[src/rtl/ebici_cfg.svh]
// constants for the external bus idle cycle inserter
`ifndef EBICI_CFG_SVH
`define EBICI_CFG_SVH

// register byte offsets
`define EBICI_CTRL_OFS 12'h000
`define EBICI_STAT_OFS 12'h004
// idle_cycle_control reset: all cases on, count A = 4, count B = 4
`define EBICI_CTRL_RST 16'hFF00
// idle_cycle_control field positions
`define EBICI_SEL_LSB 0
`define EBICI_SEL_MSB 7
`define EBICI_CA_LSB 8
`define EBICI_CA_MSB 9
`define EBICI_CB_LSB 10
`define EBICI_CB_MSB 11
`define EBICI_EN_WAR 12
`define EBICI_EN_DAR 13
`define EBICI_EN_RAW 14
`define EBICI_EN_SGL 15
// largest number of dead cycles
`define EBICI_GAP_MAX 3'h4

`endif

[src/rtl/ebici_pkg.sv]
// types and count decoders for the idle cycle inserter
`include "ebici_cfg.svh"

package ebici_pkg;

    // controller states, one-hot
    typedef enum logic [2:0]
    {
        ST_IDLE = 3'b001, // no external cycle, none requested
        ST_WAIT = 3'b010, // request held back by dead cycles
        ST_BUSY = 3'b100  // external cycle running
    } ebici_state_t;

    // count A: 00..11 gives 1..4, never above four
    function automatic logic [2:0] ebici_cnt_a(input logic [1:0] code);
        ebici_cnt_a = {1'b0, code} + 3'h1;
    endfunction : ebici_cnt_a

    // count B: 00 gives 0, else 2..4
    function automatic logic [2:0] ebici_cnt_b(input logic [1:0] code);
        ebici_cnt_b = (code == 2'h0) ? 3'h0 : ({1'b0, code} + 3'h1);
    endfunction : ebici_cnt_b

endpackage : ebici_pkg

[src/rtl/ebici_gap_if.sv]
// carrier between the core and the dead cycle calculator
`timescale 1ns/10ps

interface ebici_gap_if;
    logic prev_valid;   // an external cycle has run since reset
    logic prev_write;   // previous cycle was a write
    logic prev_single;  // previous cycle was a single address transfer write
    logic [2:0] prev_area; // area of previous cycle
    logic next_write;   // requested cycle is a write
    logic [2:0] next_area; // area of requested cycle
    logic [15:0] ctrl;  // idle_cycle_control contents
    logic [2:0] need;   // dead cycles required

    modport core (output prev_valid, prev_write, prev_single, prev_area,
                  output next_write, next_area, ctrl, input need);
    modport calc (input prev_valid, prev_write, prev_single, prev_area,
                  input next_write, next_area, ctrl, output need);
endinterface : ebici_gap_if

[src/rtl/ebici_gap_calc.sv]
// dead cycle count for a pair of consecutive external cycles
`timescale 1ns/10ps
`include "ebici_cfg.svh"

module ebici_gap_calc
(
    ebici_gap_if.calc g // previous and next cycle, settings, result
);
    logic [7:0] sel_vec; // per_area_count_choice bits
    logic [2:0] cnt_a; // decoded count A
    logic [2:0] pick; // A or B by previous area

    // ------------------------------------------------------------
    // case selection
    // ------------------------------------------------------------
    always_comb
    begin
        sel_vec = g.ctrl[`EBICI_SEL_MSB:`EBICI_SEL_LSB];
        cnt_a = ebici_pkg::ebici_cnt_a(g.ctrl[`EBICI_CA_MSB:`EBICI_CA_LSB]);
        // choice follows the earlier cycle's area
        pick = sel_vec[g.prev_area] ?
            ebici_pkg::ebici_cnt_b(g.ctrl[`EBICI_CB_MSB:`EBICI_CB_LSB]) : cnt_a;
        g.need = 3'h0; // default: cleared enables insert nothing
        if (!g.prev_valid)
        begin
            g.need = 3'h0; // nothing on the bus yet to collide with
        end
        else if (g.prev_write)
        begin
            // single transfer wins, plain read after write otherwise
            if (g.prev_single && g.ctrl[`EBICI_EN_SGL])
            begin
                g.need = cnt_a;
            end
            else if (!g.next_write && g.ctrl[`EBICI_EN_RAW])
            begin
                g.need = cnt_a;
            end
        end
        else if (g.next_write)
        begin
            if (g.ctrl[`EBICI_EN_WAR])
            begin
                g.need = pick;
            end
        end
        else if ((g.next_area != g.prev_area) && g.ctrl[`EBICI_EN_DAR])
        begin
            g.need = pick; // same-area reads fall through to zero
        end
    end

endmodule : ebici_gap_calc

[src/rtl/ebici_top.sv]
// idle cycle inserter between consecutive external bus cycles
//
// Overview of operation
// - Dead cycles only for four sequence cases
// - Never more than four dead cycles
// - Different-area reads: gap, A or B
// - Write after read: gap, A or B
// - Read after write: gap, always A
// - Access after single transfer write: A
// - Cleared case enable suppresses that gap, but a read after a single write still gets A while read after write is on
// - Earlier cycle's area picks A or B
// - Count A codes 1,2,3,4 cycles
// - Count B codes 0,2,3,4 cycles
// - Reset: all cases on, four cycles
// - Non-external cycles count toward the gap
// - Dead cycle pins: next address, idle levels
`timescale 1ns/10ps
`include "ebici_cfg.svh"

module ebici_top
(
    input wire logic pclk, // bus clock, 100 MHz
    input wire logic presetn, // async reset, active low
    input wire logic psel, // apb select
    input wire logic penable, // apb access phase
    input wire logic pwrite, // apb direction
    input wire logic [11:0] paddr, // apb byte address
    input wire logic [31:0] pwdata, // apb write data
    output logic [31:0] prdata, // apb read data
    output logic pready, // apb ready, no wait states
    output logic pslverr, // apb error on unmapped or read-only
    input wire logic acc_req, // external cycle requested, held
    input wire logic acc_write, // requested cycle writes
    input wire logic acc_single, // requested cycle is single transfer write
    input wire logic [2:0] acc_area, // requested cycle area
    input wire logic [23:0] acc_addr, // requested cycle address
    input wire logic acc_done, // last cycle of running external cycle
    output logic acc_grant, // requested cycle may start now
    output logic gap_active, // this cycle is a dead cycle
    output logic [23:0] ext_addr, // address pins override
    output logic ext_data_oe, // data pin drive enable
    output logic [7:0] ext_cs_n, // chip selects override
    output logic ext_rd_n, // read strobe override
    output logic ext_bs_n, // bus start override
    output logic ext_rdwr, // direction override
    output logic [1:0] ext_wr_n, // byte write strobes override
    output logic address_hold_strobe_n, // address hold strobe override
    output logic pad_gap // pad overrides apply this cycle
);
    // ------------------------------------------------------------
    // state
    // ------------------------------------------------------------
    ebici_gap_if gif(); // to the calculator
    ebici_pkg::ebici_state_t state_ff; // controller state
    ebici_pkg::ebici_state_t nxt_state; // next state
    logic [15:0] ctrl_ff; // idle_cycle_control
    logic prev_valid_ff; // a cycle has run since reset
    logic prev_write_ff; // last cycle wrote
    logic prev_single_ff; // last cycle was single transfer write
    logic [2:0] prev_area_ff; // last cycle area
    logic [2:0] elapsed_ff; // free cycles since last cycle ended
    logic [23:0] ext_addr_ff; // registered pad address
    logic pad_gap_ff; // registered dead cycle flag
    logic busy; // external cycle in progress
    logic wr_en; // apb write strobe
    logic rd_hit; // apb address decodes
    logic [31:0] stat_word; // status view

    // ------------------------------------------------------------
    // calculator
    // ------------------------------------------------------------
    assign gif.prev_valid = prev_valid_ff;
    assign gif.prev_write = prev_write_ff;
    assign gif.prev_single = prev_single_ff;
    assign gif.prev_area = prev_area_ff;
    assign gif.next_write = acc_write;
    assign gif.next_area = acc_area;
    assign gif.ctrl = ctrl_ff;

    ebici_gap_calc u_calc
    (
        .g (gif.calc)
    );

    // ------------------------------------------------------------
    // apb slave
    // ------------------------------------------------------------
    // zero wait state slave; decode is shared by read and error
    assign pready = 1'b1;
    assign wr_en = psel & penable & pwrite;
    assign rd_hit = (paddr == `EBICI_CTRL_OFS) || (paddr == `EBICI_STAT_OFS);

    // status: state, need, elapsed, last cycle
    assign stat_word = {17'h00000, state_ff, gif.need, elapsed_ff,
                        prev_area_ff, prev_single_ff, prev_write_ff,
                        prev_valid_ff};

    // read mux, unmapped reads zero
    always_comb
    begin
        prdata = 32'h00000000;
        if (paddr == `EBICI_CTRL_OFS)
        begin
            prdata = {16'h0000, ctrl_ff};
        end
        else if (paddr == `EBICI_STAT_OFS)
        begin
            prdata = stat_word;
        end
    end

    // error on unmapped address or write to status
    always_comb
    begin
        pslverr = 1'b0;
        if (psel && penable)
        begin
            pslverr = !rd_hit || (pwrite && (paddr == `EBICI_STAT_OFS));
        end
    end

    // control register; a change steers only later decisions
    always_ff @(posedge pclk or negedge presetn)
    begin
        if (!presetn)
        begin
            ctrl_ff <= `EBICI_CTRL_RST;
        end
        else if (wr_en && (paddr == `EBICI_CTRL_OFS))
        begin
            ctrl_ff <= pwdata[15:0];
        end
    end

    // ------------------------------------------------------------
    // sequencing
    // ------------------------------------------------------------
    assign busy = (state_ff == ebici_pkg::ST_BUSY);
    // free cycles already spent cover part of the gap
    assign acc_grant = acc_req && !busy && (elapsed_ff >= gif.need);
    assign gap_active = acc_req && !busy && !acc_grant;

    // next state
    always_comb
    begin
        nxt_state = state_ff;
        case (state_ff)
            ebici_pkg::ST_IDLE:
            begin
                if (acc_grant)
                begin
                    nxt_state = ebici_pkg::ST_BUSY;
                end
                else if (acc_req)
                begin
                    nxt_state = ebici_pkg::ST_WAIT;
                end
            end
            ebici_pkg::ST_WAIT:
            begin
                if (acc_grant)
                begin
                    nxt_state = ebici_pkg::ST_BUSY;
                end
                else if (!acc_req)
                begin
                    nxt_state = ebici_pkg::ST_IDLE; // request withdrawn
                end
            end
            ebici_pkg::ST_BUSY:
            begin
                if (acc_done)
                begin
                    nxt_state = ebici_pkg::ST_IDLE;
                end
            end
            default:
            begin
                nxt_state = ebici_pkg::ST_IDLE;
            end
        endcase
    end

    // state register
    always_ff @(posedge pclk or negedge presetn)
    begin
        if (!presetn)
        begin
            state_ff <= ebici_pkg::ST_IDLE;
        end
        else
        begin
            state_ff <= nxt_state;
        end
    end

    // free cycle counter, saturates at the largest gap
    always_ff @(posedge pclk or negedge presetn)
    begin
        if (!presetn)
        begin
            elapsed_ff <= 3'h0;
        end
        else if (busy || acc_grant)
        begin
            elapsed_ff <= 3'h0; // restarts after every external cycle
        end
        else if (elapsed_ff < `EBICI_GAP_MAX)
        begin
            elapsed_ff <= elapsed_ff + 3'h1;
        end
    end

    // remember the started cycle for the next decision
    always_ff @(posedge pclk or negedge presetn)
    begin
        if (!presetn)
        begin
            prev_valid_ff <= 1'b0;
            prev_write_ff <= 1'b0;
            prev_single_ff <= 1'b0;
            prev_area_ff <= 3'h0;
        end
        else if (acc_grant)
        begin
            prev_valid_ff <= 1'b1;
            prev_write_ff <= acc_write | acc_single; // single is a write
            prev_single_ff <= acc_single;
            prev_area_ff <= acc_area;
        end
    end

    // ------------------------------------------------------------
    // pad overrides
    // ------------------------------------------------------------
    // one pad register stage; levels show the cycle after the decision
    always_ff @(posedge pclk or negedge presetn)
    begin
        if (!presetn)
        begin
            pad_gap_ff <= 1'b0;
            ext_addr_ff <= 24'h000000;
        end
        else
        begin
            pad_gap_ff <= gap_active;
            if (gap_active)
            begin
                ext_addr_ff <= acc_addr; // next cycle's address
            end
        end
    end

    // idle levels; only the address hold strobe and the address pins move
    assign pad_gap = pad_gap_ff;
    assign ext_addr = ext_addr_ff;
    assign ext_data_oe = 1'b0; // data pins float
    assign ext_cs_n = 8'hFF;
    assign ext_rd_n = 1'b1;
    assign ext_bs_n = 1'b1;
    assign ext_rdwr = 1'b1;
    assign ext_wr_n = 2'h3;
    assign address_hold_strobe_n = !pad_gap_ff; // low in dead cycle

    // ------------------------------------------------------------
    // checks
    // ------------------------------------------------------------
    logic chk_rd_rd; // different-area read pair pending
    logic chk_war; // write after read pending
    logic [2:0] chk_a; // decoded count A
    logic [2:0] chk_pick; // decoded A or B by earlier area
    assign chk_a = ebici_pkg::ebici_cnt_a(ctrl_ff[`EBICI_CA_MSB:`EBICI_CA_LSB]);
    assign chk_pick = ctrl_ff[`EBICI_SEL_LSB + prev_area_ff] ?
        ebici_pkg::ebici_cnt_b(ctrl_ff[`EBICI_CB_MSB:`EBICI_CB_LSB]) : chk_a;
    assign chk_rd_rd = prev_valid_ff && !prev_write_ff && !acc_write
        && (acc_area != prev_area_ff);
    assign chk_war = prev_valid_ff && !prev_write_ff && acc_write;
endmodule : ebici_top

[config.mk]
export PLATFORM = sky130hd
export DESIGN_NAME = ebici_top
export DESIGN_NICKNAME = d
export VERILOG_FILES = /design/src/rtl/ebici_pkg.sv /design/src/rtl/ebici_gap_if.sv /design/src/rtl/ebici_gap_calc.sv /design/src/rtl/ebici_top.sv
export VERILOG_INCLUDE_DIRS = /design/src /design/src/rtl
export SDC_FILE = /design/constraint.sdc
export NUM_CORES = 1
export LEC_CHECK = 0
export ABC_AREA = 1
export BUFFER_PORTS_ARGS = -buffer_cell sky130_fd_sc_hd__buf_2
export CAP_MARGIN = 20
export CELL_PAD_IN_SITES_DETAIL_PLACEMENT = 1
export CELL_PAD_IN_SITES_GLOBAL_PLACEMENT = 1
export CORE_MARGIN = 1.5
export CORE_UTILIZATION = 31
export DETAILED_ROUTE_END_ITERATION = 16
export PLACE_DENSITY_LB_ADDON = 0.1
export SKIP_CTS_REPAIR_TIMING = 1
export SYNTH_ARGS = -nofsm -noshare
export SYNTH_HDL_FRONTEND = slang
export SYNTH_SLANG_ARGS = --single-unit
[constraint.sdc]
create_clock -name pclk -period 2.9 [get_ports pclk]
set_input_delay 0.29 -clock pclk [delete_from_list [all_inputs] [get_ports pclk]]
set_output_delay 0.29 -clock pclk [all_outputs]
set_load 0.03 [all_outputs]
Word level (Yosys, flattened, before mapping)
Index checks and enable logic that the tools add are counted.

Output and inout bits: 76. Bits in latches: 0. Bits in writable memories: 0. ROM bits: 0. Register bits after elaboration: 53. Word-level logic and storage cells: 69. Memories: 0. Bits of input ports: 80.

Shifts and indexed selects: 0. Magnitude comparators: 3. Multiply operators: 0. Equal/unequal tests: 8. Add/subtract/negate cells: 3. Reductions and logical operators: 21. Div/mod/pow operators: 0. Bitwise gates (word level): 3. Multiplexer cells: 22.

Operator list (number): two-way mux 3 bit (16); two-way mux 32 bit (1); two-way mux 15 bit (1); equality test 12 x 3 -> 1 bit, second input constant (1); zero test 12 bit (1); logical AND 1 bit (9); one-hot mux 3 bit (3 select lines) (1); adder 2 x 1 -> 3 bit, second input constant (2); inequality test 3 bit, second input constant (2); zero test 1 bit (5); < comparator 3 x 4 -> 1 bit, second input constant (1); adder 3 x 1 -> 3 bit, second input constant (1); binary-select mux 1 bit (select 3 bit) (1); equality test 3 x 1 -> 1 bit, second input constant (1); equality test 3 x 2 -> 1 bit, second input constant (1); equality test 3 bit, second input constant (1); greater-or-equal comparator 3 bit (1); logical OR 1 bit (3); < comparator 3 bit, second input constant (1); inequality test 3 bit (1); AND reduction 3 bit (1); bitwise AND 1 bit (2); zero test 2 bit (1); two-way mux 1 bit (2); other kinds (3) (3).

Logic depth before layout (Yosys ltp)
Depth in word-level cells: 11. Depth in mapped cells: 19.

By module
From an unflattened synthesis, not the netlist that was laid out.

Cells, all modules: 419. Area total of the unflattened synthesis: 3206.8 um^2.

By module, submodules not included: ebici_top (times used 1, sequential area each 1337.5 um^2, cells each 348, area an instance 2869.0 um^2); ebici_gap_calc (times used 1, sequential area each 0.0 um^2, cells each 71, area an instance 337.8 um^2).

Worst setup path before layout
Ideal clock, no wire load.

Path kind: flip-flop to output port. From: register ctrl_ff[10]. To: output gap_active. Required time: 2610 ps. Cell stages (with the launch flop): 16. Path slack: 414 ps. Arrival: 2196 ps. Path through: dfstp_2 inv_1 ha_1 inv_1 nand3_1 nand2_1 nand2_1 nand2_1 nand2_1 ha_1 nand2_1 nor2_1 a211oi_2 nand3_2 inv_2 buf_4.

Longest elaborated chain between the ends: 11.

Ends and longest elaborated chain: start: declaration (line ebici_top.sv:56) `logic [15:0] ctrl_ff;`; start signal: assignment (line ebici_top.sv:127) `` ctrl_ff <= `EBICI_CTRL_RST; ``; start signal: assignment (line ebici_top.sv:131) `ctrl_ff <= pwdata[15:0];`; adder 2 x 1 -> 3 bit / zero test 2 bit (equally long branches) (line ebici_pkg.sv:21) `ebici_cnt_b = (code == 2'h0) ? 3'h0 : ({1'b0, code} + 3'h1);`; two-way mux 3 bit * (line ebici_pkg.sv:21); two-way mux 3 bit * (line ebici_gap_calc.sv:21) `pick = sel_vec[g.prev_area] ?`; two-way mux 3 bit, on equally long branches (line ebici_gap_calc.sv:47, ebici_gap_calc.sv:42); two-way mux 3 bit * (line ebici_gap_calc.sv:40) `else if (g.next_write)`; two-way mux 3 bit * (line ebici_gap_calc.sv:28) `else if (g.prev_write)`; two-way mux 3 bit * (line ebici_gap_calc.sv:24) `if (!g.prev_valid)`; greater-or-equal comparator 3 bit * (line ebici_top.sv:140) `assign acc_grant = acc_req && !busy && (elapsed_ff >= gif.need);`; logical AND 1 bit * (line ebici_top.sv:140); zero test 1 bit * (line ebici_top.sv:141) `assign gap_active = acc_req && !busy && !acc_grant;`; logical AND 1 bit * (line ebici_top.sv:141); end: declaration (line ebici_top.sv:39) `output logic gap_active,`.

Mark *: on every way between the ends. The rest lies on a longest branch, timed or not.

Final worst setup path
Same ends and word-level chain as after synthesis.

==> results_dict.tcl <==
set metrics [dict create \
    finalMaxSlewViolations 0 \
    clock_sinks 53 \
    drive_gt1_share_pct 38.82 \
    fin_total_pwr_mw 3.046 \
    critPathKind "reg2out" \
    grt_pass1_wl_mm 13.50 \
    antenna-diode-count 0 \
    vias 2755 \
    synthDominantCellAreaShare_pct 36.35 \
    hold_violations 0 \
    cts-root-buf "clkbuf_8" \
    cellLeakagePower_nw 2.191 \
    drt_wl_total_mm 8.272 \
    start_kind "flip-flop" \
    fmax_mhz 357.8 \
    slew_headroom_pct 60.39 \
    synth_cells 392 \
    outcome "finished clean" \
    fin_setup_tns_ns 0 \
    finalCritPeriodShare_pct 96.39 \
    synthTopCellsByArea "dfrtp_1, nand2_1, buf_4" \
    fin_area_um2 3911 \
    cts_tree "yes" \
    pin_count 156 \
    routedWlPerCell_um 12.95 \
    grt_overflow 0 \
    synthXorXnorAreaFrac_pct 0.2891 \
    muxShareOfSynthArea_pct 0 \
    ir_drop_v 0.0003721 \
    whs_ns 0.1645 \
    r2r_start "ctrl_ff[10]" \
    die_h_um 101.9 \
    r2r_cells 18 \
    yosys.area_share.simple_pct 26.35 \
    final_cells 639 \
    synth_compound_area_share_pct 9.707 \
    area_growth_pct 29.12 \
    fin_worst_skew_ns 0.01546 \
    dpl.cell_count 622 \
    critPathCaptureType "output port" \
    synthAdderAreaFrac_pct 2.891 \
    nFillCells 1227 \
    nets 596 \
    yosys.area.top_type "dfrtp_1" \
    crit_required_ns 2.61 \
    grtUsageTotal_pct 16.54 \
    grt_max_degree 45 \
    die_area_um2 10370 \
    routabilityCongestion 0.7800 \
    cp_data_arrival_time_ns 2.51 \
    synth.distinct_cells 29 \
    clockBufferDepth 2 \
    post-place-ws_ns 0.1570 \
    drv_cap 0 \
    htree_levels 2 \
    synth_top_family_by_area "simple AND/OR/NAND/NOR gates" \
    path_max_fanout 4 \
    antenna_found_initial 0 \
    yosysWarnings 0 \
    clock_latency_ns 0.31 \
    fin_util_pct 41.74 \
    cts_buffers 5 \
    antenna_left 0 \
    rsz0062_at_grt "yes" \
    worst_slack_ns 0.1048 \
    worstReg2RegEnd "ext_addr[8]" \
    drt_iter0_drc 79 \
    ys_ff_latch 53 \
    drcViolationCount 0 \
    seq_area_frac_synth_pct 44.16 \
    rows 35 \
    fin_crit_ns 2.795 \
    die_w_um 101.9 \
    clkTransAtPathRegs_ns 0.11 \
    place_area_um2 3571 \
    endpoint "gap_active" \
    hold_path.class "in2reg" \
    drtPass1Iterations 4 \
    portBuffers 108 \
    vias_per_cell 4.311 \
    grt_pass1_vias 2813 \
    syn-cell-area_um2 3029 \
    cellPowerDensity_nw_per_um2 778.7 \
    crit_start "ctrl_ff[10]" \
    r2r_setup_slack_ns 0.27 \
    core_area_um2 9371 \
    dp_hpwl_mm 6.381 \
    worst_slew_pin_slew_ns 0.5930 \
    setup_viol 0 \
    synth_area_per_cell_um2 7.727 \
    initial_core_util_pct 32.32 \
]
==> layer usage <==
layer,wire (um),global-route usage [%],part of all wire (%)
met2,4021,28.05,49
met5,0,0,0
met1,3570,21.10,43
met4,109,3.793,1.3
met3,570,4.583,6.9
==> flip-flops by register name, indices dropped and copies added, names as in the netlist <==
register	flops
elapsed_ff	3
state_ff	3
ctrl_ff	16
ext_addr	24
gif.prev_write	1
gif.prev_single	1
gif.prev_area	3
pad_gap	1
gif.prev_valid	1
==> worst min-delay path by stage <==
stage            startpoint           end  slack (ns)  cells after the start
6_report       acc_addr[17]  ext_addr[17]        0.16                      3
5_1_grt        acc_addr[14]  ext_addr[14]        0.15                      3
4_1_cts        acc_addr[17]  ext_addr[17]        0.16                      3
3_5_place_dp   ext_addr[15]  ext_addr[15]        0.46                      2
3_3_place_gp    ext_addr[8]   ext_addr[8]        0.46                      2
2_1_floorplan       presetn    ctrl_ff[0]      -0.006                      0
==> power by group <==
part           total, mW  internal (mW)  leakage, nW  switching, mW
Clock              0.433          0.173       0.0456          0.260
Sequential          1.12          0.965        0.652          0.158
Combinational       1.49          0.506         1.49          0.983
==> cells in the mapped netlist <==
cell and n:
o21ai_1 1, a211oi_2 1, o22ai_1 8, or2_2 2, dfrtp_1 44, nor2_1 17, nand2_1 153, clkbuf_1 2
clkinv_2 1, conb_1 2, ha_1 7, inv_2 2, buf_6 3, dfstp_2 9, nor4_1 2, nand2_2 3
buf_4 34, inv_1 47, nor3_1 3, nand4_4 1, o21ai_2 16, xnor2_1 1, a21oi_2 1, nand3_2 1
a22oi_1 1, nand3_1 14, buf_2 2, a21oi_1 6, o21ai_0 8
==> cell usage in the layout, fill, tap and decap left out, drive strengths merged <==
master       count
nor3             3
dfstp            9
o22ai            8
a211oi           1
a21oi            7
buf            121
xnor2            1
dfrtp           44
a22oi            1
clkbuf           6
nor2            17
or2              2
o21ai           25
nand4            1
nand3           15
dlygate4sd3      1
inv             50
clkinv           2
nand2          156
conb            31
nor4             2
ha               7
==> critical path, cell delays in order, from the launching register on <==
cell and delay, ns:
dfstp_2 0.54, inv_1 0.04, ha_1 0.27, inv_1 0.05, nand3_1 0.07, nand2_1 0.07
nand2_1 0.06, nand2_2 0.08, nand2_2 0.06, ha_4 0.22, nand2_2 0.06, nor2_2 0.03
a211oi_2 0.25, nand3_2 0.15, inv_4 0.10, buf_6 0.13
==> cell type report <==
| class | count | area (um^2) | share of cell area [%] |
|---|---|---|---|
| Timing Repair Buffer | 122 | 680.7 | 17.40 |
| Clock buffer | 6 | 72.57 | 1.855 |
| Clock inverter | 2 | 13.76 | 0.3519 |
| Sequential cell | 53 | 1341 | 34.29 |
| Multi-Input combinational cell | 277 | 1445 | 36.95 |
| Tap cell | 129 | 161.4 | 4.127 |
| Inverter | 50 | 196.4 | 5.022 |
==> cells by family after synthesis <==
kind of cell             after synthesis
AO/OA/AOI/OAI                         42
buffers and inverters                 91
XOR/XNOR                               1
adder cells (fa/ha/maj)                7
other                                  2
AND/OR/NAND/NOR                      196
flip-flops                            53
Power figures use the tool's default switching activity.
